==> src/remap_defines.vh <==
// Purpose: Constants shared by the peripheral remap matrix files.
// Assumes: Byte addresses on a 12-bit register port with 32-bit data.
// Notes: Definitions only; no logic lives here.
`ifndef REMAP_DEFINES_VH
`define REMAP_DEFINES_VH

// ==========================================================
// Register map
`define ADDR_W 12
`define IN_FIRST 12'h000
`define IN_LAST 12'h05C
`define OUT_FIRST 12'h100
`define OUT_LAST 12'h17C
`define CFG_ADDR 12'h200
`define DCW3_ADDR 12'h204

// ==========================================================
// Fields and sizes
`define SEL_W 4
`define NUM_IN 24
`define NUM_PINS 32
`define NUM_SRC 16
`define LOCK_BIT 13
`define ONE_WAY_BIT 29
`define IN_SEL_RESET 4'hF
`define OUT_SEL_RESET 4'h0
`define LOCK_RESET 1'b0
`define ONE_WAY_RESET 1'b1
`define FUSE_SETTLE 3'h5

// ==========================================================
// Input groups: first input index of groups 1, 2 and 3.
`define GRP1_FIRST 5
`define GRP2_FIRST 11
`define GRP3_FIRST 19
// Highest valid input code of group 0.
`define GRP0_IN_MAX 3'h6

// ==========================================================
// Peripheral inputs that idle high (slave selects, clear-to-send, receive).
`define IN_IDLE 24'h41_8308
// Pins present only on the largest package.
`define LARGE_ONLY 32'hC020_E020
// Pins absent on the smallest package.
`define SMALL_ABSENT 32'h20C0_0040
`define PKG_SMALL 44'd28
`define PKG_MID 44'd36

`endif

==> src/pin_sync.v <==
// Purpose: Three-stage synchroniser with agreement filter for pin inputs.
// Assumes: Inputs are asynchronous to clock.
// Notes: The output moves only when stages two and three agree.
`timescale 1ns/1ns
`default_nettype none

module pin_sync #(
	parameter W = 32
) (
	// Clock and reset.
	input wire clock,
	input wire sys_rst,
	// Asynchronous level in, filtered level out.
	input wire [W-1:0] async_in,
	output reg [W-1:0] level_out
);

	reg [W-1:0] s1_r;
	reg [W-1:0] s2_r;
	reg [W-1:0] s3_r;

	// ==========================================================
	// Only the second stage reads the first, so metastability stays contained.
	always @(posedge clock or posedge sys_rst) begin
		if (sys_rst) begin
			s1_r <= {W{1'b0}};
			s2_r <= {W{1'b0}};
			s3_r <= {W{1'b0}};
			level_out <= {W{1'b0}};
		end else begin
			s1_r <= async_in;
			s2_r <= s1_r;
			s3_r <= s2_r;
			// Agreeing stages pass their level; disagreeing stages hold the old output.
			level_out <= (s2_r & s3_r) | (level_out & (s2_r ^ s3_r));
		end
	end

endmodule
`default_nettype wire

==> src/peripheral_pin_remap_lock.v <==
// Purpose: Run-time peripheral remap matrix with write lock.
// Assumes: One 250 MHz clock; pins and the fuse level are asynchronous.
// Notes: Routed signals are registered, adding latency beyond the pin sync.
// How it works
// (RQ1) Separate input and output selector sets, programmed independently.
// (RQ2) Each peripheral input has a 4-bit selector choosing its driving pin.
// (RQ3) Group 0 inputs: codes 0-6 pick A0,B3,B4,B15,B7,C7,C0; rest reserved.
// (RQ4) Group 1 inputs: codes 0-7 pick A1,B5,B1,B11,B8,A8,C8,A9.
// (RQ5) Group 2 inputs: codes 0-7 pick A2,B6,A4,B13,B2,C6,C1,C3.
// (RQ6) Group 3 inputs: codes 0-7 pick A3,B14,B0,B10,B9,C9,C2,C4.
// (RQ7) Each pin has a 4-bit selector naming the peripheral output it carries.
// (RQ8) Output code zero, the reset value, connects nothing.
// (RQ9) Group 0 pins: 1 uart1 tx, 2 uart2 rts, 3 spi1 select, 5 compare 1.
// (RQ10) Group 1 pins: 3 spi1 out, 4 spi2 out, 5 compare 2, 7 comparator 3.
// (RQ11) Group 2 pins: 3 spi1 out, 4 spi2 out, 5/6 compare 4/5, 7 refclk.
// (RQ12) Group 3 pins: 1 uart1 rts, 2 uart2 tx, 4 spi2 select, 5 compare 3, 7 comp 1.
// (RQ13) Selector writes while locked complete but change nothing.
// (RQ14) Lock is bit 13 of the config control register.
// (RQ15) Software runs the unlock sequence before changing the lock.
// (RQ16) With the one-way option set, the lock cannot clear until reset.
// (RQ17) The one-way option reads set when unprogrammed.
// (RQ18) Pins missing on the chosen package select nothing.
// (RQ19) Remapped peripheral beats other digital functions, never analog.
// (RQ20) No default pin: everything unconnected until programmed.
// (RQ21) Reserved input code holds the peripheral input at its idle level.
// (RQ22) Reserved output code behaves like no-connect.
`timescale 1ns/1ns
`default_nettype none
`include "remap_defines.vh"

module peripheral_pin_remap_lock #(
	parameter PACKAGE_PINS = 44
) (
	// Clock and reset.
	input wire clock,
	input wire sys_rst,
	// Register port.
	input wire [11:0] bus_addr,
	input wire [31:0] bus_wdata,
	input wire bus_wr,
	input wire bus_rd,
	output reg [31:0] bus_rdata,
	// System unlock state and the one-way fuse level.
	input wire system_unlocked,
	input wire one_way_fuse,
	// Pins and the other functions sharing them.
	input wire [31:0] pin_in,
	input wire [31:0] gpio_out,
	input wire [31:0] gpio_oe,
	input wire [31:0] analog_sel,
	output reg [31:0] pin_out,
	output reg [31:0] pin_oe,
	// Peripheral outputs to be routed onto pins.
	input wire uart1_transmit,
	input wire uart2_request_to_send,
	input wire spi1_slave_select_out,
	input wire compare_output1,
	input wire spi1_data_out,
	input wire spi2_data_out,
	input wire compare_output2,
	input wire comparator3_output,
	input wire compare_output4,
	input wire compare_output5,
	input wire reference_clock_out,
	input wire uart1_request_to_send,
	input wire uart2_transmit,
	input wire spi2_slave_select_out,
	input wire compare_output3,
	input wire comparator1_output,
	// Peripheral inputs fed from pins.
	output wire ext_irq4_input,
	output wire timer2_clock_in,
	output wire capture4_in,
	output wire spi1_slave_select,
	output wire reference_clock_in,
	output wire ext_irq3_input,
	output wire timer3_clock_in,
	output wire capture3_in,
	output wire uart1_clear_to_send,
	output wire uart2_receive,
	output wire spi1_data_in,
	output wire ext_irq2_input,
	output wire timer4_clock_in,
	output wire capture1_in,
	output wire capture5_in,
	output wire uart1_receive,
	output wire uart2_clear_to_send,
	output wire spi2_data_in,
	output wire compare_fault_b,
	output wire ext_irq1_input,
	output wire timer5_clock_in,
	output wire capture2_in,
	output wire spi2_slave_select,
	output wire compare_fault_a
);

	// ==========================================================
	// Package pin availability, fixed at build time.
	localparam [31:0] PIN_AVAIL = (PACKAGE_PINS <= `PKG_SMALL) ? ~(`LARGE_ONLY | `SMALL_ABSENT) :
		(PACKAGE_PINS <= `PKG_MID) ? ~`LARGE_ONLY : 32'hFFFF_FFFF; // see (RQ18)

	reg [`NUM_IN*`SEL_W-1:0] in_sel_r;
	reg [`NUM_PINS*`SEL_W-1:0] out_sel_r;
	reg remap_write_lock_r;
	reg one_way_lock_option_r;
	reg [2:0] settle_r;
	reg [`NUM_IN-1:0] periph_in_r;
	reg [`NUM_IN-1:0] periph_in_nxt;
	reg [31:0] pin_out_nxt;
	reg [31:0] pin_oe_nxt;
	reg [31:0] rdata_nxt;
	reg [1:0] pick;
	reg [4:0] idx;
	wire [31:0] pin_level;
	wire fuse_level;
	wire [`NUM_SRC-1:0] src;
	wire in_hit;
	wire out_hit;
	wire [4:0] in_idx;
	wire [4:0] out_idx;
	wire [11:0] in_off;
	wire [11:0] out_off;
	integer i;
	integer j;

	// ==========================================================
	// Input group of a peripheral input index.
	function [1:0] in_grp;
		input integer n;
		begin
			if (n < `GRP1_FIRST)
				in_grp = 2'h0;
			else if (n < `GRP2_FIRST)
				in_grp = 2'h1;
			else if (n < `GRP3_FIRST)
				in_grp = 2'h2;
			else
				in_grp = 2'h3;
		end
	endfunction

	// Valid input codes: bit 3 clear, and group 0 stops short of code 7.
	function in_code_ok;
		input [1:0] grp;
		input [3:0] code;
		begin
			in_code_ok = !code[3] && !(grp == 2'h0 && code[2:0] > `GRP0_IN_MAX); // see (RQ3) (RQ21)
		end
	endfunction

	// Output selection per pin group: returns {active, level}.
	function [1:0] out_pick;
		input [1:0] grp;
		input [3:0] code;
		input [`NUM_SRC-1:0] s;
		begin
			case ({grp, code})
				6'h01: out_pick = {1'b1, s[0]}; // see (RQ9)
				6'h02: out_pick = {1'b1, s[1]}; // see (RQ9)
				6'h03: out_pick = {1'b1, s[2]}; // see (RQ9)
				6'h05: out_pick = {1'b1, s[3]}; // see (RQ9)
				6'h13: out_pick = {1'b1, s[4]}; // see (RQ10)
				6'h14: out_pick = {1'b1, s[5]}; // see (RQ10)
				6'h15: out_pick = {1'b1, s[6]}; // see (RQ10)
				6'h17: out_pick = {1'b1, s[7]}; // see (RQ10)
				6'h23: out_pick = {1'b1, s[4]}; // see (RQ11)
				6'h24: out_pick = {1'b1, s[5]}; // see (RQ11)
				6'h25: out_pick = {1'b1, s[8]}; // see (RQ11)
				6'h26: out_pick = {1'b1, s[9]}; // see (RQ11)
				6'h27: out_pick = {1'b1, s[10]}; // see (RQ11)
				6'h31: out_pick = {1'b1, s[11]}; // see (RQ12)
				6'h32: out_pick = {1'b1, s[12]}; // see (RQ12)
				6'h34: out_pick = {1'b1, s[13]}; // see (RQ12)
				6'h35: out_pick = {1'b1, s[14]}; // see (RQ12)
				6'h37: out_pick = {1'b1, s[15]}; // see (RQ12)
				default: out_pick = 2'b00; // see (RQ8) (RQ22)
			endcase
		end
	endfunction

	// ==========================================================
	// Pin and fuse synchronisation.
	pin_sync #(
		.W(33)
	) u_sync (
		.clock(clock),
		.sys_rst(sys_rst),
		.async_in({one_way_fuse, pin_in}),
		.level_out({fuse_level, pin_level})
	);

	assign src = {comparator1_output, compare_output3, spi2_slave_select_out, uart2_transmit,
		uart1_request_to_send, reference_clock_out, compare_output5, compare_output4,
		comparator3_output, compare_output2, spi2_data_out, spi1_data_out,
		compare_output1, spi1_slave_select_out, uart2_request_to_send, uart1_transmit};

	// ==========================================================
	// Address decode; misaligned or out-of-range addresses hit nothing.
	assign in_off = bus_addr - `IN_FIRST;
	assign out_off = bus_addr - `OUT_FIRST;
	assign in_idx = in_off[6:2];
	assign out_idx = out_off[6:2];
	assign in_hit = bus_addr <= `IN_LAST && bus_addr[1:0] == 2'b00;
	assign out_hit = bus_addr >= `OUT_FIRST && bus_addr <= `OUT_LAST && bus_addr[1:0] == 2'b00;

	// ==========================================================
	// Selector registers. Inputs reset to a reserved code so no pin feeds them.
	always @(posedge clock or posedge sys_rst) begin
		if (sys_rst) begin
			in_sel_r <= {`NUM_IN{`IN_SEL_RESET}}; // see (RQ20)
			out_sel_r <= {`NUM_PINS{`OUT_SEL_RESET}}; // see (RQ8)
		end else if (bus_wr && !remap_write_lock_r) begin // see (RQ13)
			if (in_hit)
				in_sel_r[in_idx*`SEL_W +: `SEL_W] <= bus_wdata[`SEL_W-1:0]; // see (RQ1) (RQ2)
			if (out_hit)
				out_sel_r[out_idx*`SEL_W +: `SEL_W] <= bus_wdata[`SEL_W-1:0]; // see (RQ1) (RQ7)
		end
	end

	// ==========================================================
	// Lock bit. A change needs the system unlock state; with the one-way
	// option a set lock can only be cleared by reset.
	always @(posedge clock or posedge sys_rst) begin
		if (sys_rst) begin
			remap_write_lock_r <= `LOCK_RESET;
		end else if (bus_wr && bus_addr == `CFG_ADDR && system_unlocked) begin // see (RQ15)
			if (bus_wdata[`LOCK_BIT])
				remap_write_lock_r <= 1'b1; // see (RQ14)
			else if (!one_way_lock_option_r)
				remap_write_lock_r <= 1'b0; // see (RQ14) (RQ16)
		end
	end

	// ==========================================================
	// The fuse is caught once, after the synchroniser has settled; until
	// then the option reads as set, its unprogrammed state.
	always @(posedge clock or posedge sys_rst) begin
		if (sys_rst) begin
			settle_r <= 3'h0;
			one_way_lock_option_r <= `ONE_WAY_RESET; // see (RQ17)
		end else if (settle_r != `FUSE_SETTLE) begin
			settle_r <= settle_r + 3'h1;
			if (settle_r + 3'h1 == `FUSE_SETTLE)
				one_way_lock_option_r <= fuse_level; // see (RQ16)
		end
	end

	// ==========================================================
	// Read mux; unmapped addresses and reserved bits read zero.
	always @* begin
		rdata_nxt = 32'h0000_0000;
		if (in_hit)
			rdata_nxt[`SEL_W-1:0] = in_sel_r[in_idx*`SEL_W +: `SEL_W];
		else if (out_hit)
			rdata_nxt[`SEL_W-1:0] = out_sel_r[out_idx*`SEL_W +: `SEL_W];
		else if (bus_addr == `CFG_ADDR)
			rdata_nxt[`LOCK_BIT] = remap_write_lock_r;
		else if (bus_addr == `DCW3_ADDR)
			rdata_nxt[`ONE_WAY_BIT] = one_way_lock_option_r; // see (RQ17)
	end

	// Read data stand for exactly the cycle after the strobe.
	always @(posedge clock or posedge sys_rst) begin
		if (sys_rst)
			bus_rdata <= 32'h0000_0000;
		else if (bus_rd)
			bus_rdata <= rdata_nxt;
		else
			bus_rdata <= 32'h0000_0000;
	end

	// ==========================================================
	// Input routing. A reserved code, a missing pin or an analog pin leaves
	// the peripheral at its idle level so it never sees a false edge.
	always @* begin
		periph_in_nxt = `IN_IDLE;
		idx = 5'h00;
		for (i = 0; i < `NUM_IN; i = i + 1) begin
			idx = {in_grp(i), in_sel_r[i*`SEL_W +: 3]}; // see (RQ3) (RQ4) (RQ5) (RQ6)
			if (in_code_ok(in_grp(i), in_sel_r[i*`SEL_W +: `SEL_W]) && PIN_AVAIL[idx] && !analog_sel[idx])
				periph_in_nxt[i] = pin_level[idx]; // see (RQ2) (RQ18) (RQ19) (RQ21)
		end
	end

	// ==========================================================
	// Output routing. Analog ownership wins; then a remapped peripheral;
	// then the ordinary port output.
	always @* begin
		pin_out_nxt = 32'h0000_0000;
		pin_oe_nxt = 32'h0000_0000;
		pick = 2'b00;
		for (j = 0; j < `NUM_PINS; j = j + 1) begin
			pick = out_pick(j[4:3], out_sel_r[j*`SEL_W +: `SEL_W], src); // see (RQ7)
			if (analog_sel[j]) begin
				pin_out_nxt[j] = 1'b0; // see (RQ19)
				pin_oe_nxt[j] = 1'b0;
			end else if (pick[1] && PIN_AVAIL[j]) begin
				pin_out_nxt[j] = pick[0]; // see (RQ19) (RQ18)
				pin_oe_nxt[j] = 1'b1;
			end else begin
				pin_out_nxt[j] = gpio_out[j]; // see (RQ8) (RQ22)
				pin_oe_nxt[j] = gpio_oe[j];
			end
		end
	end

	// ==========================================================
	// Routed data leave from flip-flops; peripheral inputs reset idle.
	always @(posedge clock or posedge sys_rst) begin
		if (sys_rst) begin
			periph_in_r <= `IN_IDLE; // see (RQ20)
			pin_out <= 32'h0000_0000;
			pin_oe <= 32'h0000_0000;
		end else begin
			periph_in_r <= periph_in_nxt;
			pin_out <= pin_out_nxt;
			pin_oe <= pin_oe_nxt;
		end
	end

	// Peripheral input fan-out, in selector index order.
	assign ext_irq4_input = periph_in_r[0];
	assign timer2_clock_in = periph_in_r[1];
	assign capture4_in = periph_in_r[2];
	assign spi1_slave_select = periph_in_r[3];
	assign reference_clock_in = periph_in_r[4];
	assign ext_irq3_input = periph_in_r[5];
	assign timer3_clock_in = periph_in_r[6];
	assign capture3_in = periph_in_r[7];
	assign uart1_clear_to_send = periph_in_r[8];
	assign uart2_receive = periph_in_r[9];
	assign spi1_data_in = periph_in_r[10];
	assign ext_irq2_input = periph_in_r[11];
	assign timer4_clock_in = periph_in_r[12];
	assign capture1_in = periph_in_r[13];
	assign capture5_in = periph_in_r[14];
	assign uart1_receive = periph_in_r[15];
	assign uart2_clear_to_send = periph_in_r[16];
	assign spi2_data_in = periph_in_r[17];
	assign compare_fault_b = periph_in_r[18];
	assign ext_irq1_input = periph_in_r[19];
	assign timer5_clock_in = periph_in_r[20];
	assign capture2_in = periph_in_r[21];
	assign spi2_slave_select = periph_in_r[22];
	assign compare_fault_a = periph_in_r[23];

endmodule
`default_nettype wire

==> config.mk <==
export PLATFORM = sky130hd
export DESIGN_NAME = peripheral_pin_remap_lock
export DESIGN_NICKNAME = d
export VERILOG_FILES = /design/src/pin_sync.v /design/src/peripheral_pin_remap_lock.v
export VERILOG_INCLUDE_DIRS = /design/src
export SDC_FILE = /design/constraint.sdc
export NUM_CORES = 1
export LEC_CHECK = 0
export ABC_AREA = 1
export BUFFER_PORTS_ARGS = -buffer_cell sky130_fd_sc_hd__buf_2
export CORE_MARGIN = 2
export CORE_UTILIZATION = 35
export DETAILED_ROUTE_END_ITERATION = 8
export PLACE_DENSITY = 0.6
export SLEW_MARGIN = 10
export SYNTH_ARGS = -nofsm -noshare
export SYNTH_HDL_FRONTEND = slang
export SYNTH_HIERARCHICAL = 1
export SYNTH_SLANG_ARGS = --single-unit
==> constraint.sdc <==
create_clock -name clock -period 22.6 [get_ports clock]
set_input_delay 4.52 -clock clock [delete_from_list [all_inputs] [get_ports clock]]
set_output_delay 4.52 -clock clock [all_outputs]
set_load 0.005 [all_outputs]
; Word-level counts from Yosys, hierarchy flattened
; Memories as Yosys holds them, arrays and structs flattened.
; Cells that the tools add are included.
[word_totals]
ff_bits = 481
latch_bits = 0
mem_bits_rw = 0
rom_bits = 192
elab_cells = 668
n_memories = 24
[classes]
n_addsub = 4
n_mul = 0
div = 0
order_cmp = 32
n_eq_ne = 149
n_shift = 6
muxes = 318
bitwise = 4
reduce_logical = 118
[mem_list]
columns = name, words, width, rd, rd_ports_with_merged_regs, wr, line
row1 = (no name shown), 8, 1, 1, 0, 0, peripheral_pin_remap_lock.v:280  ; if (in_code_ok(in_grp(i), in_sel_r[i*`SEL_W +: `SEL_W]) && PIN_AVAIL[idx] && !analog_sel[idx])
row2 = (no name shown), 8, 1, 1, 0, 0, peripheral_pin_remap_lock.v:280
row3 = (no name shown), 8, 1, 1, 0, 0, peripheral_pin_remap_lock.v:280
row4 = (no name shown), 8, 1, 1, 0, 0, peripheral_pin_remap_lock.v:280
row5 = (no name shown), 8, 1, 1, 0, 0, peripheral_pin_remap_lock.v:280
row6 = (no name shown), 8, 1, 1, 0, 0, peripheral_pin_remap_lock.v:280
row7 = 18 more memories, n/a, n/a, n/a, n/a, n/a, n/a
[op_table]
columns = op, n
row1 = $eq 4x3->1 const B, 88
row2 = $mux 1, 233
row3 = $eq 4x2->1 const B, 40
row4 = $pmux 2 s5, 16
row5 = $bmux 1 s3, 48
row6 = $bwmux 128, 1
row7 = $pmux 2 s4, 16
row8 = $shift 4x34->128 const A, 1
row9 = $shiftx 128x8->4, 1
row10 = $shiftx 4x34->128, 1
row11 = $bwmux 96, 1
row12 = $shift 4x34->96 const A, 1
row13 = $shiftx 4x34->96, 1
row14 = $shiftx 96x8->4, 1
row15 = $lt 5x6->1 const B, 13
row16 = $neg 7->34, 2
row17 = $and 33x33->33, 2
row18 = $eq 4x1->1 const B, 16
row19 = $logic_and 1x1->1, 59
row20 = $logic_not 1->1, 54
row21 = $lt 4x6->1 const B, 6
row22 = $or 33x33->33, 1
row23 = $xor 33x33->33, 1
row24 = $lt 3x6->1 const B, 5
row25 = 14 further kinds, 23

; Longest topological paths before layout
[depth]
ltp_word = 6
depth_mapped = 17

; Hierarchy
; The synthesis kept the hierarchy.
[by_module_without_submodules]
columns = module, instances, cells_each, area_per_inst_um2, seq_area_each_um2
row1 = peripheral_pin_remap_lock, 1, 2707, 19068.3, 8211.6
row2 = pin_sync, 1, 265, 4091.4, 3303.2

; Worst setup path after synthesis
; Ideal clock, no wire load.
[synth_timing]
path_type = in2reg
start = in bus_addr[3]
end = reg in_sel_r[70]
setup_ps = 79
arrival_ps = 6998
required_ps = 22521
slack_ps = 15523
stages = 16
n_path_buf = 4
cell_sequence = buf_4 > inv_2 > buf_2 > buf_1 > ha_1 > inv_1 > nor2_1 > ha_1 > clkbuf_1 > inv_1 > nand2_1 > nor2_2 > inv_1 > nor3_2 > nand2_1 > o21ai_0
[synth_via]
elab_chain_len = 3
[synth_rtl]
columns = element, line
row1 = from (decl), peripheral_pin_remap_lock.v:38  ; input wire [11:0] bus_addr,
row2 = $neg 7->34 or $le 12x7->1 (tied branches), n/a
row3 = $shiftx 4x34->96 (tied with other cells), peripheral_pin_remap_lock.v:214  ; in_sel_r[in_idx*`SEL_W +: `SEL_W] <= bus_wdata[`SEL_W-1:0];
row4 = $bwmux 96 or $reduce_and 2->1 (tied branches), n/a
row5 = to (signal assigned), peripheral_pin_remap_lock.v:210  ; in_sel_r <= {`NUM_IN{`IN_SEL_RESET}};
row6 = "to (signal, indexed assignment)", peripheral_pin_remap_lock.v:214
row7 = to (decl), peripheral_pin_remap_lock.v:102  ; reg [`NUM_IN*`SEL_W-1:0] in_sel_r;
; Parallel ways exist; a longest one is shown, timed or not.
; A chain may end at the register's enable or synchronous reset.

; Final worst setup path
[layout_timing]
start = in bus_addr[2]
end = reg out_sel_r[86]
[layout_via]
elab_chain_len = 4
[layout_rtl]
columns = element, line
row1 = $sub 7x1->7 (no source line) (tied with other cells), n/a
row2 = $neg 7->34 or $logic_and 1x1->1 (tied branches), n/a
row3 = $shiftx 4x34->128 (tied with other cells), peripheral_pin_remap_lock.v:216  ; out_sel_r[out_idx*`SEL_W +: `SEL_W] <= bus_wdata[`SEL_W-1:0];
row4 = $bwmux 128 or $reduce_and 2->1 (tied branches), n/a
row5 = to (signal assigned), peripheral_pin_remap_lock.v:211  ; out_sel_r <= {`NUM_PINS{`OUT_SEL_RESET}};
row6 = "to (signal, indexed assignment)", peripheral_pin_remap_lock.v:216
row7 = to (decl), peripheral_pin_remap_lock.v:103  ; reg [`NUM_PINS*`SEL_W-1:0] out_sel_r;
; Parallel ways exist; a longest one is shown, timed or not.

==> flow_metrics.env <==
export IMPL_status="finished, final reports clean"
export IMPL_ant_nets=0
export IMPL_antenna_found_initial=7
export IMPL_critPathMostFrequentCell="nand2_1"
export IMPL_coreArea_um2=65500
export IMPL_grt_max_degree=111
export IMPL_path_delay_family="simple AND/OR/NAND/NOR gates"
export IMPL_cts_root_buf="clkbuf_16"
export IMPL_finalPower_mw=1.90
export IMPL_place_area_um2=25100
export IMPL_worstPathCellList="buf_4 -> clkinv_2 -> ha_1 -> inv_1 -> nor2_1 -> nand2_1 -> nand4_1 -> inv_1 -> nand3_1 -> nor2_1 -> nand2_1 -> nand2_1 -> o21ai_0"
export IMPL_nets=3435
export IMPL_fin_cells=4110
export IMPL_required_ns=23.04
export IMPL_cts_made_buffers=51
export IMPL_min_period_ns=8.51
export IMPL_relSlewSlack=0.309
export IMPL_slowest_stage="nor2_1"
export IMPL_start_util=0.352
export IMPL_area_growth_pct=16.6
export IMPL_clk_pin_slew_ns=0.06
export IMPL_cts_setup_buffers=0
export IMPL_final_common_cell="nand2_1"
export IMPL_powerDensity_nw_per_um2=70.8
export IMPL_grt_pass1_vias=20100
export IMPL_maxCapViolCount=0
export IMPL_overflow=0
export IMPL_drc=0
export IMPL_cts_tree="built"
export IMPL_firstDrtPassIters=6
export IMPL_min_period_over_period=0.377
export IMPL_crit_path_end_kind="flip-flop"
export IMPL_setup_tns_ns=0
export IMPL_wire_per_inst_um=19.6
export IMPL_dp_hpwl_um=59200
export IMPL_fp_row_count=94
export IMPL_dp_cells=4014
export IMPL_yosysWarnings=6
export IMPL_most_common_layout_cells="867 x nand2_1, 381 x o21ai_0, 348 x dfrtp_1"
export IMPL_start_kind="input pin"
export IMPL_dieWidth_um=261
export IMPL_cts_sinks=451
export IMPL_drive_above_1_share=0.156
export IMPL_max_freq_ghz=0.117
export IMPL_vias=21300
export IMPL_syn_mean_instance_area_um2=7.77
export IMPL_drv_slew=0
export IMPL_via_per_inst=5.19
export IMPL_hold_viol_final=0
export IMPL_setup_viol=0
export IMPL_syn_inst=2964
export IMPL_grt_pass1_wl_um=123000
export IMPL_hold_path_class="flip-flop to flip-flop"
export IMPL_crit_path_max_fanout=54
export IMPL_drt_iter0_drc=1972
export IMPL_numPortBuffers=259
export IMPL_peakVddDrop_uv=54.9
export IMPL_io_pins=314
export IMPL_cts_hold_buf=0
export IMPL_globalplace_congestion=1.01
export IMPL_die_y_um=261
export IMPL_fin_worst_skew_ns=0.0120
export IMPL_finalInstanceArea_um2=26900
export IMPL_critical_path_class="input pin to flip-flop"
export IMPL_finalHoldWorstSlack_ns=0.338
export IMPL_htreeDepth=2
export IMPL_worst_path_buf_inv=4
export IMPL_leakagePower_nw=12.5
export IMPL_tightest_slew_ns=1.04
export IMPL_synth_area_um2=23000
export IMPL_grt_usage=0.238
export IMPL_dieArea_um2=67900
export IMPL_crit_arrival_ns=8.96
export IMPL_post_cts_resized=0
export IMPL_rsz0062_at_grt="false"
export IMPL_insertion_delay_ns=0.61
export IMPL_clockBufferDepth=3
export IMPL_slowest_delay_ns=0.79
export IMPL_routed_wl_um=80500
[report_power, final]
part	switching (mW)	internal [mW]	total, mW
clock network	0.357	0.533	0.889
logic	0.119	0.0453	0.164
registers	0.0131	0.834	0.847
[final cells by class]
type                    count  area (µm²)
fillers                  6711       38600
flip-flops and latches    451       11400
multi-input cells        2070        9830
clock buffers              70        1460
repair buffers            272        1400
inverters                 357        1350
well taps                 864        1080
clock inverters            25         320
diodes                      1        2.50
[sequential cells by signal, indices dropped and copies added, names as in the netlist, 6 cells and up]
name              count
bus_rdata             6
in_sel_r             96
out_sel_r           128
periph_in_r          24
pin_oe               32
pin_out              32
u_sync/level_out     32
u_sync/s1_r          32
u_sync/s2_r          32
u_sync/s3_r          32
[per-layer routing]
metal | vias to the layer above | routed length (µm) | global-route usage | part of all wire
li1 | 10200 | - | - | -
met1 | 10100 | 34800 | 0.327 | 0.43
met2 | 844 | 35800 | 0.368 | 0.44
met3 | 194 | 6100 | 0.0433 | 0.076
met4 | 8 | 3780 | 0.104 | 0.047
met5 | - | 52 | 0 | 0.00065
[path summary, 6_finish.rpt]
kind                                   end                from  slack (ns)  depth (start not counted)
hold / removal              u_sync/s2_r[1]      u_sync/s1_r[1]        0.34                          0
setup / recovery             out_sel_r[86]         bus_addr[2]       14.09                         13
max in group asynchronous  periph_in_r[13]             sys_rst       16.14                          4
hold reg to reg             u_sync/s2_r[1]      u_sync/s1_r[1]        0.34                          0
setup reg to reg             out_sel_r[62]  remap_write_lock_r       20.56                          5
min in group asynchronous   u_sync/s1_r[3]             sys_rst        4.04                          2
[metrics by stage]
step / util / worst slack, ns
after floorplan: - / 9.31
after global placement: 0.383 / 13.58
after detailed placement: 0.383 / 13.64
after CTS: 0.410 / 14.26
after global routing: 0.410 / 13.80
final: 0.410 / 14.09
No activity file was read; power rests on OpenSTA's default activity.
